<file path="src/verilog/radio_port_pkg.sv">
// Constants, types and timing figures for the radio host serial port
package radio_port_pkg;
   localparam int CLK_PERIOD_NS = 10;
   // Power-step times in their own units
   localparam int T_OFF_DEEP_MS = 20;
   localparam int T_DEEP_SHALLOW_MS = 3;
   localparam int T_SHALLOW_IDLE_US = 16;
   localparam int T_IDLE_ACTIVE_NS = 500;
   localparam int T_OFF_DEEP_CYC = T_OFF_DEEP_MS * 1000000 / CLK_PERIOD_NS;
   localparam int T_DEEP_SHALLOW_CYC = T_DEEP_SHALLOW_MS * 1000000 / CLK_PERIOD_NS;
   localparam int T_SHALLOW_IDLE_CYC = T_SHALLOW_IDLE_US * 1000 / CLK_PERIOD_NS;
   localparam int T_IDLE_ACTIVE_CYC = T_IDLE_ACTIVE_NS / CLK_PERIOD_NS;
   localparam logic [2:0] SLOW_STABLE_TICKS = 3'h4;
   // Register addresses
   localparam logic [5:0] ADDR_CTRL = 6'h00;
   localparam logic [5:0] ADDR_SLEEP = 6'h01;
   localparam logic [5:0] ADDR_IRQ_EN = 6'h02;
   localparam logic [5:0] ADDR_IRQ_ST = 6'h03;
   localparam logic [5:0] ADDR_CLK_CFG = 6'h04;
   localparam logic [5:0] ADDR_WAKE_CMP = 6'h05;
   localparam logic [5:0] ADDR_STATUS = 6'h06;
   // Field positions
   localparam int SLEEP_WAKE_LSB = 0;
   localparam int SLEEP_SLEEP_LSB = 3;
   localparam int SLEEP_AUTO_SLEEP = 6;
   localparam int SLEEP_AUTO_WAKE = 7;
   localparam int CLK_SLOW_IN = 0;
   localparam int CLK_FAST_IN = 1;
   // Reset values
   localparam logic [7:0] CTRL_RST = 8'h03;
   localparam logic [7:0] REG_RST = 8'h00;
   // Power levels, 0 is the most awake
   localparam logic [2:0] LVL_ACTIVE = 3'h0;
   localparam logic [2:0] LVL_IDLE = 3'h1;
   localparam logic [2:0] LVL_SHALLOW = 3'h2;
   localparam logic [2:0] LVL_DEEP = 3'h3;
   localparam logic [2:0] LVL_OFF = 3'h4;

   typedef enum logic [2:0] {active_state, idle_state, shallow_sleep_state, deep_sleep_state, off_state} power_state_t;

   typedef struct packed {
      logic burst;
      logic write;
      logic [5:0] addr;
   } spi_cmd_t;
endpackage

</file>
<file path="src/verilog/radio_host_spi_port.sv">
// Serial register port, power sequencer, timekeeper and clock pin control
`timescale 1ns/1ps
`default_nettype none

//Contract
// - Mode 0: sample rising, change falling
// - Slave only, eight-bit byte units
// - Non-burst transaction is command plus one byte
// - Address is command bits five to zero
// - Bit six set: store data byte
// - Bit six clear: shift register out
// - Bit seven selects multi-byte FIFO burst
// - Port silent in off state or while chip reset low
// - Five power states, active to off
// - Power steps never skip a level, except into off
// - Automatic sleep and wake conditions
// - Power-off pin high forces off state
// - Chip reset low resets the registers, not the power state
// - Interrupt on enabled events
// - Timekeeper runs except off, wakes device
// - Clock pins configurable as inputs
// - Clock pins grounded until configured
// - One-volt rail only idle and active
// - Registers default after reset or off
// - Deep sleep exit needs stable slow clock
module radio_host_spi_port #(
   parameter int T_OFF_DEEP = radio_port_pkg::T_OFF_DEEP_CYC,
   parameter int T_DEEP_SHALLOW = radio_port_pkg::T_DEEP_SHALLOW_CYC
) (
   // Clock and reset
   input wire logic clk_sys,
   input wire logic reset,
   // Host pins
   input wire logic chip_reset_low,
   input wire logic shutdown_pin,
   input wire logic csn_low,
   input wire logic sck,
   input wire logic mosi,
   output logic miso,
   output logic irq,
   // Clock pins
   input wire logic slow_clock_pin_in,
   output logic slow_clock_pin_out,
   output logic slow_clock_pin_oe_n,
   input wire logic fast_clock_pin_in,
   output logic fast_clock_pin_out,
   output logic fast_clock_pin_oe_n,
   input wire logic slow_osc_in,
   // Core events
   input wire logic pkt_rx_evt,
   input wire logic tx_done_evt,
   // FIFO byte streams
   output logic [7:0] tx_byte,
   output logic tx_push,
   input wire logic [7:0] rx_byte,
   output logic rx_pop,
   // Status
   output logic [2:0] power_level,
   output logic rail_1v_on
);
   localparam int NS = 7;

   // Two-flop synchronisers
   logic [NS-1:0] sync1_r, sync2_r;
   logic csn_s, sck_s, mosi_s, chip_reset_low_s, shut_s, slow_pin_s, osc_s;
   always_ff @(posedge clk_sys) begin
      sync1_r <= {fast_clock_pin_in, slow_osc_in, slow_clock_pin_in, shutdown_pin, chip_reset_low, mosi, sck};
      sync2_r <= sync1_r;
   end
   assign sck_s = sync2_r[0];
   assign mosi_s = sync2_r[1];
   assign chip_reset_low_s = sync2_r[2];
   assign shut_s = sync2_r[3];
   assign slow_pin_s = sync2_r[4];
   assign osc_s = sync2_r[5];
   logic csn1_r, csn2_r;
   always_ff @(posedge clk_sys) begin
      csn1_r <= csn_low;
      csn2_r <= csn1_r;
   end
   assign csn_s = csn2_r;

   // Power sequencer state
   radio_port_pkg::power_state_t state_r, state_nxt;
   logic [21:0] step_cnt_r, step_cnt_nxt;
   logic rst_core;
   assign rst_core = reset || !chip_reset_low_s || state_r == radio_port_pkg::off_state;

   // Register file
   logic [7:0] regs_r [64];
   logic [7:0] regs_nxt [64];
   logic wr_en;
   logic [5:0] wr_addr;
   logic [7:0] wr_data;
   logic wake_hit, auto_sleep_hit;
   logic [2:0] evt;

   function automatic logic [2:0] lvl_of(input radio_port_pkg::power_state_t s);
      case (s)
         radio_port_pkg::active_state: return radio_port_pkg::LVL_ACTIVE;
         radio_port_pkg::idle_state: return radio_port_pkg::LVL_IDLE;
         radio_port_pkg::shallow_sleep_state: return radio_port_pkg::LVL_SHALLOW;
         radio_port_pkg::deep_sleep_state: return radio_port_pkg::LVL_DEEP;
         default: return radio_port_pkg::LVL_OFF;
      endcase
   endfunction

   // Register next values
   assign evt = {wake_hit, tx_done_evt, pkt_rx_evt};
   always_comb begin
      regs_nxt = regs_r;
      if (wr_en) begin
         regs_nxt[wr_addr] = wr_data;
      end
      if (wr_en && wr_addr == radio_port_pkg::ADDR_IRQ_ST) begin
         regs_nxt[radio_port_pkg::ADDR_IRQ_ST] = regs_r[radio_port_pkg::ADDR_IRQ_ST] & ~wr_data;
      end
      regs_nxt[radio_port_pkg::ADDR_IRQ_ST][2:0] = regs_nxt[radio_port_pkg::ADDR_IRQ_ST][2:0] | evt;
      regs_nxt[radio_port_pkg::ADDR_STATUS] = {5'h00, lvl_of(state_r)};
      if (auto_sleep_hit && regs_r[radio_port_pkg::ADDR_SLEEP][radio_port_pkg::SLEEP_AUTO_SLEEP]) begin
         regs_nxt[radio_port_pkg::ADDR_CTRL][2:0] =
            regs_r[radio_port_pkg::ADDR_SLEEP][radio_port_pkg::SLEEP_SLEEP_LSB +: 3];
      end
      if (wake_hit && regs_r[radio_port_pkg::ADDR_SLEEP][radio_port_pkg::SLEEP_AUTO_WAKE]) begin
         regs_nxt[radio_port_pkg::ADDR_CTRL][2:0] =
            regs_r[radio_port_pkg::ADDR_SLEEP][radio_port_pkg::SLEEP_WAKE_LSB +: 3];
      end
   end
   assign auto_sleep_hit = tx_done_evt || pkt_rx_evt;

   for (genvar i = 0; i < 64; i++) begin : g_reg
      always_ff @(posedge clk_sys) begin
         if (rst_core) begin
            regs_r[i] <= (i == 0) ? radio_port_pkg::CTRL_RST : radio_port_pkg::REG_RST;
         end else begin
            regs_r[i] <= regs_nxt[i];
         end
      end
   end

   // Timekeeper on the slow clock
   logic slow_d_r, tick;
   logic [15:0] tk_cnt_r, tk_cnt_nxt;
   logic [2:0] stable_r, stable_nxt;
   logic slow_sel;
   assign slow_sel = regs_r[radio_port_pkg::ADDR_CLK_CFG][radio_port_pkg::CLK_SLOW_IN] ? slow_pin_s : osc_s;
   assign tick = slow_sel && !slow_d_r;
   assign wake_hit = tick && tk_cnt_r == {regs_r[radio_port_pkg::ADDR_WAKE_CMP], 8'h00};
   always_comb begin
      tk_cnt_nxt = tick ? tk_cnt_r + 16'h0001 : tk_cnt_r;
      stable_nxt = stable_r;
      if (tick && stable_r != radio_port_pkg::SLOW_STABLE_TICKS) begin
         stable_nxt = stable_r + 3'h1;
      end
   end
   always_ff @(posedge clk_sys) begin
      if (reset || state_r == radio_port_pkg::off_state) begin
         slow_d_r <= 1'b0;
         tk_cnt_r <= 16'h0000;
         stable_r <= 3'h0;
      end else begin
         slow_d_r <= slow_sel;
         tk_cnt_r <= tk_cnt_nxt;
         stable_r <= stable_nxt;
      end
   end

   // Power sequencer
   logic [2:0] cur_lvl, tgt_lvl;
   logic [21:0] need;
   assign cur_lvl = lvl_of(state_r);
   assign tgt_lvl = (regs_r[radio_port_pkg::ADDR_CTRL][2:0] > radio_port_pkg::LVL_DEEP) ?
                    radio_port_pkg::LVL_DEEP : regs_r[radio_port_pkg::ADDR_CTRL][2:0];
   always_comb begin
      state_nxt = state_r;
      step_cnt_nxt = step_cnt_r + 22'h000001;
      case (state_r)
         radio_port_pkg::deep_sleep_state: need = T_DEEP_SHALLOW[21:0];
         radio_port_pkg::shallow_sleep_state: need = radio_port_pkg::T_SHALLOW_IDLE_CYC[21:0];
         radio_port_pkg::idle_state: need = radio_port_pkg::T_IDLE_ACTIVE_CYC[21:0];
         default: need = T_OFF_DEEP[21:0];
      endcase
      if (shut_s) begin
         state_nxt = radio_port_pkg::off_state;
         step_cnt_nxt = 22'h000000;
      end else begin
         case (state_r)
            radio_port_pkg::off_state: begin
               if (step_cnt_r >= need - 22'h000001) begin
                  state_nxt = radio_port_pkg::deep_sleep_state;
                  step_cnt_nxt = 22'h000000;
               end
            end
            radio_port_pkg::active_state, radio_port_pkg::idle_state,
            radio_port_pkg::shallow_sleep_state, radio_port_pkg::deep_sleep_state: begin
               if (tgt_lvl > cur_lvl) begin
                  state_nxt = radio_port_pkg::power_state_t'(cur_lvl + 3'h1);
                  step_cnt_nxt = 22'h000000;
               end else if (tgt_lvl == cur_lvl) begin
                  step_cnt_nxt = 22'h000000;
               end else if (step_cnt_r >= need - 22'h000001 &&
                            (state_r != radio_port_pkg::deep_sleep_state ||
                             stable_r == radio_port_pkg::SLOW_STABLE_TICKS)) begin
                  state_nxt = radio_port_pkg::power_state_t'(cur_lvl - 3'h1);
                  step_cnt_nxt = 22'h000000;
               end
            end
            default: state_nxt = radio_port_pkg::off_state;
         endcase
      end
   end
   always_ff @(posedge clk_sys) begin
      if (reset) begin
         state_r <= radio_port_pkg::off_state;
         step_cnt_r <= 22'h000000;
      end else begin
         state_r <= state_nxt;
         step_cnt_r <= step_cnt_nxt;
      end
   end

   // Serial slave
   logic link_en, sck_d_r, rise, fall;
   logic [2:0] bit_cnt_r, bit_cnt_nxt;
   logic in_cmd_r, in_cmd_nxt, done_r, done_nxt;
   radio_port_pkg::spi_cmd_t cmd_r, cmd_nxt;
   logic [7:0] rx_sh_r, rx_sh_nxt, tx_sh_r, tx_sh_nxt, rd_val;
   logic miso_nxt, push_nxt, pop_nxt;
   logic [7:0] tx_byte_nxt;
   assign link_en = chip_reset_low_s && state_r != radio_port_pkg::off_state;
   assign rise = sck_s && !sck_d_r;
   assign fall = !sck_s && sck_d_r;
   always_comb begin
      bit_cnt_nxt = bit_cnt_r;
      in_cmd_nxt = in_cmd_r;
      done_nxt = done_r;
      cmd_nxt = cmd_r;
      rx_sh_nxt = rx_sh_r;
      tx_sh_nxt = tx_sh_r;
      miso_nxt = miso;
      push_nxt = 1'b0;
      pop_nxt = 1'b0;
      tx_byte_nxt = tx_byte;
      wr_en = 1'b0;
      wr_addr = cmd_r.addr;
      wr_data = {rx_sh_r[6:0], mosi_s};
      rd_val = cmd_r.burst ? rx_byte : regs_r[cmd_r.addr];
      if (csn_s || !link_en) begin
         bit_cnt_nxt = 3'h0;
         in_cmd_nxt = 1'b1;
         done_nxt = 1'b0;
         miso_nxt = 1'b0;
      end else if (rise) begin
         rx_sh_nxt = {rx_sh_r[6:0], mosi_s};
         bit_cnt_nxt = bit_cnt_r + 3'h1;
         if (bit_cnt_r == 3'h7) begin
            if (in_cmd_r) begin
               cmd_nxt = radio_port_pkg::spi_cmd_t'(rx_sh_nxt);
               in_cmd_nxt = 1'b0;
            end else if (!done_r) begin
               done_nxt = !cmd_r.burst;
               if (cmd_r.write && cmd_r.burst) begin
                  push_nxt = 1'b1;
                  tx_byte_nxt = rx_sh_nxt;
               end else if (cmd_r.write && cmd_r.addr != radio_port_pkg::ADDR_STATUS) begin
                  wr_en = 1'b1;
               end else if (cmd_r.burst) begin
                  pop_nxt = 1'b1;
               end
            end
         end
      end else if (fall) begin
         if (in_cmd_r || done_r || cmd_r.write) begin
            miso_nxt = 1'b0;
         end else if (bit_cnt_r == 3'h0) begin
            miso_nxt = rd_val[7];
            tx_sh_nxt = {rd_val[6:0], 1'b0};
         end else begin
            miso_nxt = tx_sh_r[7];
            tx_sh_nxt = {tx_sh_r[6:0], 1'b0};
         end
      end
   end
   always_ff @(posedge clk_sys) begin
      if (reset) begin
         sck_d_r <= 1'b0;
         bit_cnt_r <= 3'h0;
         in_cmd_r <= 1'b1;
         done_r <= 1'b0;
         cmd_r <= '0;
         rx_sh_r <= 8'h00;
         tx_sh_r <= 8'h00;
         miso <= 1'b0;
         tx_push <= 1'b0;
         rx_pop <= 1'b0;
         tx_byte <= 8'h00;
      end else begin
         sck_d_r <= sck_s;
         bit_cnt_r <= bit_cnt_nxt;
         in_cmd_r <= in_cmd_nxt;
         done_r <= done_nxt;
         cmd_r <= cmd_nxt;
         rx_sh_r <= rx_sh_nxt;
         tx_sh_r <= tx_sh_nxt;
         miso <= miso_nxt;
         tx_push <= push_nxt;
         rx_pop <= pop_nxt;
         tx_byte <= tx_byte_nxt;
      end
   end

   // Pin and status outputs
   always_ff @(posedge clk_sys) begin
      if (reset) begin
         irq <= 1'b0;
         slow_clock_pin_out <= 1'b0;
         fast_clock_pin_out <= 1'b0;
         slow_clock_pin_oe_n <= 1'b0;
         fast_clock_pin_oe_n <= 1'b0;
         power_level <= radio_port_pkg::LVL_OFF;
         rail_1v_on <= 1'b0;
      end else begin
         irq <= |(regs_r[radio_port_pkg::ADDR_IRQ_ST] & regs_r[radio_port_pkg::ADDR_IRQ_EN]);
         slow_clock_pin_out <= 1'b0;
         fast_clock_pin_out <= 1'b0;
         slow_clock_pin_oe_n <= regs_nxt[radio_port_pkg::ADDR_CLK_CFG][radio_port_pkg::CLK_SLOW_IN] && !rst_core;
         fast_clock_pin_oe_n <= regs_nxt[radio_port_pkg::ADDR_CLK_CFG][radio_port_pkg::CLK_FAST_IN] && !rst_core;
         power_level <= lvl_of(state_nxt);
         rail_1v_on <= state_nxt == radio_port_pkg::idle_state || state_nxt == radio_port_pkg::active_state;
      end
   end
endmodule

`default_nettype wire

</file>
<file path="config.mk">
export PLATFORM = sky130hd
export DESIGN_NAME = radio_host_spi_port
export DESIGN_NICKNAME = d
export VERILOG_FILES = /design/src/verilog/radio_port_pkg.sv /design/src/verilog/radio_host_spi_port.sv
export SDC_FILE = /design/constraint.sdc
export NUM_CORES = 1
export LEC_CHECK = 0
export ABC_AREA = 1
export BUFFER_PORTS_ARGS = -buffer_cell sky130_fd_sc_hd__buf_2
export CORE_MARGIN = 8
export CORE_UTILIZATION = 40
export DETAILED_ROUTE_END_ITERATION = 7
export PLACE_DENSITY = 0.56
export SLEW_MARGIN = 20
export SYNTH_ARGS = -nofsm -noshare
export SYNTH_HDL_FRONTEND = slang
export SYNTH_SLANG_ARGS = --single-unit
</file>
<file path="constraint.sdc">
create_clock -name clk_sys -period 2.8 [get_ports clk_sys]
set_clock_uncertainty 0.1 [all_clocks]
set_input_delay 0 -clock clk_sys [delete_from_list [all_inputs] [get_ports clk_sys]]
set_output_delay 0 -clock clk_sys [all_outputs]
set_load 0.01 [all_outputs]
</file>
==> results.txt <==
----------------------------------------------------
[Routing]
  WL final ... 89,600 µm
  WL per Instance ... 18.0 µm
  DR pass1 iterations ... 5
  Post-DRT Antenna Nets ... 0
  Number of DRC violations after detailed-routing iteration 0 ... 1,762
  Overall via count from detail_route ... 25,307
  Via count normalized by instance count ... 5.09
  DRC ... 0

[CTS]
  Clock latency at the later pin of the worst-skew pair ... 0.62 ns
  Sink Count ... 612
  Clock slew at reported path FFs ... 0.06 ns
  Max Buffers Root-to-Sink ... 3
  H-tree depth reported by CTS ... 3
  CTS tree ... done
  Clock Tree Root ... clkbuf_16
  Total CTS buffers ... 71

[Critical path]
  Endpoint required time on the critical path ... 3.21 ns
  Count of cells along the worst register-to-register path ... 7
  Critical Setup Path Class ... reg -> reg
  Startpoint kind of the worst setup timing path ... flop
  Critical Path Start ... wr_addr[1]
  Setup slack, reg-to-reg ... 0.13 ns
  R2r endpoint ... regs_r[357]
  Capturing element of the worst setup path ... regs_r[357]
  Largest driver fanout on the critical path ... 16
  Reg-to-Reg Start ... wr_addr[1]
  WP data arrival ... 3.08 ns
  Crit path capture type ... flop

[Yosys]
  Share of flip-flops with an asynchronous set or reset ... 0
  Unique cell type count in the Yosys netlist ... 49
  Cell taking the most area after synthesis ... dfxtp_1
  Number of instances in the synthesized netlist ... 3,939
  Sequential share of the synthesized area ... 0.418
  Flip-flop and latch count after synthesis ... 612
  Top FF cell, synth ... dfxtp_1
  Cell area after synthesis ... 0.0293 mm²
  Top post-synthesis cells by area ... dfxtp_1, a211oi_1, nor2_1, inv_1, nand2_1
  Synth top area share ... 0.418
  Number of synthesized flops with an enable pin ... 0
  Number of warnings printed during yosys synthesis ... 0
  Average cell area after synthesis ... 7.44 µm²

[Layout]
  Area growth syn-to-layout ... 14.5%
  Diodes inserted ... 0
  Final Util ... 0.462
  Share of final-layout standard cells stronger than drive strength 1 ... 0.122
  Final Net Count ... 4,010

[Floorplanning]
  Total Die Area ... 0.0822 mm²
  Ports ... 40
  Number of placement rows ... 99
  Starting utilization of the core area ... 0.403
  Core Area ... 0.0727 mm²
  Overall die width ... 287 µm
  Y dimension of the die ... 287 µm

[STA]
  Worst max-slew margin expressed relative to the limit ... 0.505
  Max Freq ... 0.375 GHz
  Shortest period the worst path allows ... 2.67 ns
  Measured slew at the worst slew-check pin ... 0.741 ns
  Share of the cycle needed by the critical path after routing ... 0.952
  Total Negative Setup Slacks ... 0 ns
  Final Hold Viols ... 0
  RSZ-0062 raised after global routing ... no
  Total count of max-transition violations in the final report ... 0
  Final-report setup violation count ... 0

[Hold path]
  Count of cells along the worst hold path ... 4
  HP Class ... in -> reg

[Global routing]
  Vias in the first global route ... 23,696
  GRT Resource Usage Total ... 0.214
  Grt total ovfl ... 0
  Global-route wire length before repair ... 141,000 µm
  Number of antenna violations at the first check in global routing ... 0
  Largest net degree at the start of global routing ... 70

[Power and ir drop]
  Total power divided by cell area ... 550 mW/mm²
  Total leakage power ... 13.2 nW
  Worst IR drop on VDD ... 0.515 mV

[Run status]
  Outcome ... completed

[Run]
  Count of max-cap constraint violations ... 0

[Placement]
  DP HPWL ... 59,700 µm
  Number of buffers inserted by port buffering ... 36
  Routability cong. ... 0.875

----------------------------------------------------
-- through the flow --
stage | area (µm²) | hold slack (ns) | power [mW] | cells | worst slack, ns
2_1_floorplan | 29300 | -0.0723 | 8.97 | 3945 | 0.123
3_3_place_gp | 30900 | 0.00473 | 9.01 | 4818 | 0.123
3_5_place_dp | 30900 | 0.00463 | 9.01 | 4818 | 0.0392
4_1_cts | 33500 | 0.0762 | 18.6 | 4971 | 0.0309
5_1_grt | 33600 | 0.125 | 19.0 | 4972 | 0.00969
6_report | 33600 | 0.115 | 18.5 | 4972 | 0.133
-- flip-flops by register name (all words and copies together), names as in the netlist, 2 cells and up --
register     flops
step_cnt_r      22
state_r          3
cmd_r            2
tk_cnt_r        16
bit_cnt_r        3
rx_sh_r          7
tx_sh_r          7
tx_byte          8
sync1_r          6
sync2_r          6
regs_r         507
wr_addr          6
stable_r         3
power_level      3
-- placed cells by master, fill, tap and decap left out, types with 3 or more instances in the layout --
cell type / n
nand2_1: 577
ha_1: 32
buf_12: 30
nand3_1: 59
o21bai_1: 3
inv_1: 594
o21ai_0: 232
nand4_1: 43
nand2_2: 23
nor4_1: 10
nor3_1: 20
inv_2: 7
clkbuf_1: 11
a211oi_2: 74
bufinv_16: 5
o211ai_1: 13
nor2_8: 8
a21oi_1: 164
conb_1: 8
dfxtp_1: 599
nand3b_1: 4
nor2_2: 6
clkbuf_8: 20
dlygate4sd3_1: 25
a22oi_1: 5
clkbuf_16: 73
nand2_4: 42
xor2_1: 19
dfxtp_2: 12
buf_4: 111
clkinv_2: 13
o22ai_1: 34
nor3_4: 6
buf_2: 36
a211oi_1: 421
xnor2_1: 3
nor2_1: 633
-- metal layers --
| metal | GRT usage | wire, µm | up-vias |
|---|---|---|---|
| met5 | 0 | 0 | - |
| met4 | 0.0625 | 2430 | 0 |
| met3 | 0.0318 | 4360 | 136 |
| met2 | 0.347 | 40600 | 587 |
| met1 | 0.294 | 42100 | 11582 |
| li1 | - | - | 13002 |
-- cell usage after synthesis (3+ instances only) --
master / count
nand2_1: 579
inv_1: 595
buf_2: 33
inv_2: 6
clkbuf_1: 137
nor3_2: 5
nand2_2: 22
buf_6: 39
xor2_1: 19
nand3_1: 60
nor2_2: 4
xnor2_1: 3
a22oi_1: 5
nor3_1: 20
nor2_1: 635
nand3b_1: 4
o211ai_1: 13
nor4_1: 10
o21ai_0: 232
nand4_1: 43
buf_1: 47
a211oi_2: 74
a211oi_1: 421
ha_1: 32
nand2_4: 41
buf_4: 7
dfxtp_1: 612
o21bai_1: 3
a21oi_1: 166
nor2_8: 8
o22ai_1: 34
nor3b_1: 4
-- cells by family (layout without fill, tap and decap cells) --
| logic type | count (synthesis) | in the layout | share of synthesized area |
|---|---|---|---|
| buffers and inverters | 868 | 936 | 0.124 |
| AO/OA/AOI/OAI | 958 | 958 | 0.223 |
| XOR/XNOR | 22 | 22 | 0.00657 |
| adder cells (fa/ha/maj) | 32 | 32 | 0.0137 |
| other | 2 | 8 | 0.000256 |
| flip-flops | 612 | 612 | 0.418 |
| AND/OR/NAND/NOR | 1445 | 1445 | 0.215 |
-- power breakdown --
group          internal [mW]  switching (mW)  leakage [nW]
combinational         0.0467          0.0624          7.10
clock                   5.78            3.84          1.20
sequential              8.72          0.0145          4.94
-- critical path, stage by stage (launching register included) --
cell	delay [ns]
dfxtp_2	0.44
inv_2	0.15
nor2_2	0.44
nand2_1	0.17
buf_4	0.25
nor2_8	0.36
nand2_2	0.31
a211oi_1	0.33
-- worst min-delay path by stage --
stage	startpoint	end	slack (ns)
after global routing	pkt_rx_evt	regs_r[480]	0.12
after detailed placement	slow_clock_pin_in	sync1_r[4]	0.005
after floorplan	csn_low	csn1_r	-0.07
after CTS	tx_done_evt	regs_r[481]	0.08
final	pkt_rx_evt	regs_r[480]	0.11
after global placement	csn_low	csn1_r	0.005
-- repair_timing --
action / CTS / global route
endpoints found under the hold margin: 37 / 0
hold buffers: 25 / 0
resized for setup: 0 / 11
setup endpoints to repair: 0 / 34
setup buffers: 0 / 1
-- layout make-up --
class / instances / area, µm²
clock inverters: 24 / 280
fillers: 7147 / 39100
inverters: 605 / 2280
flip-flops and latches: 612 / 12300
multi-input cells: 2465 / 13500
repair buffers: 203 / 1880
clock buffers: 104 / 2140
well taps: 959 / 1200
Note: power is estimated with default switching activity, not from simulation.
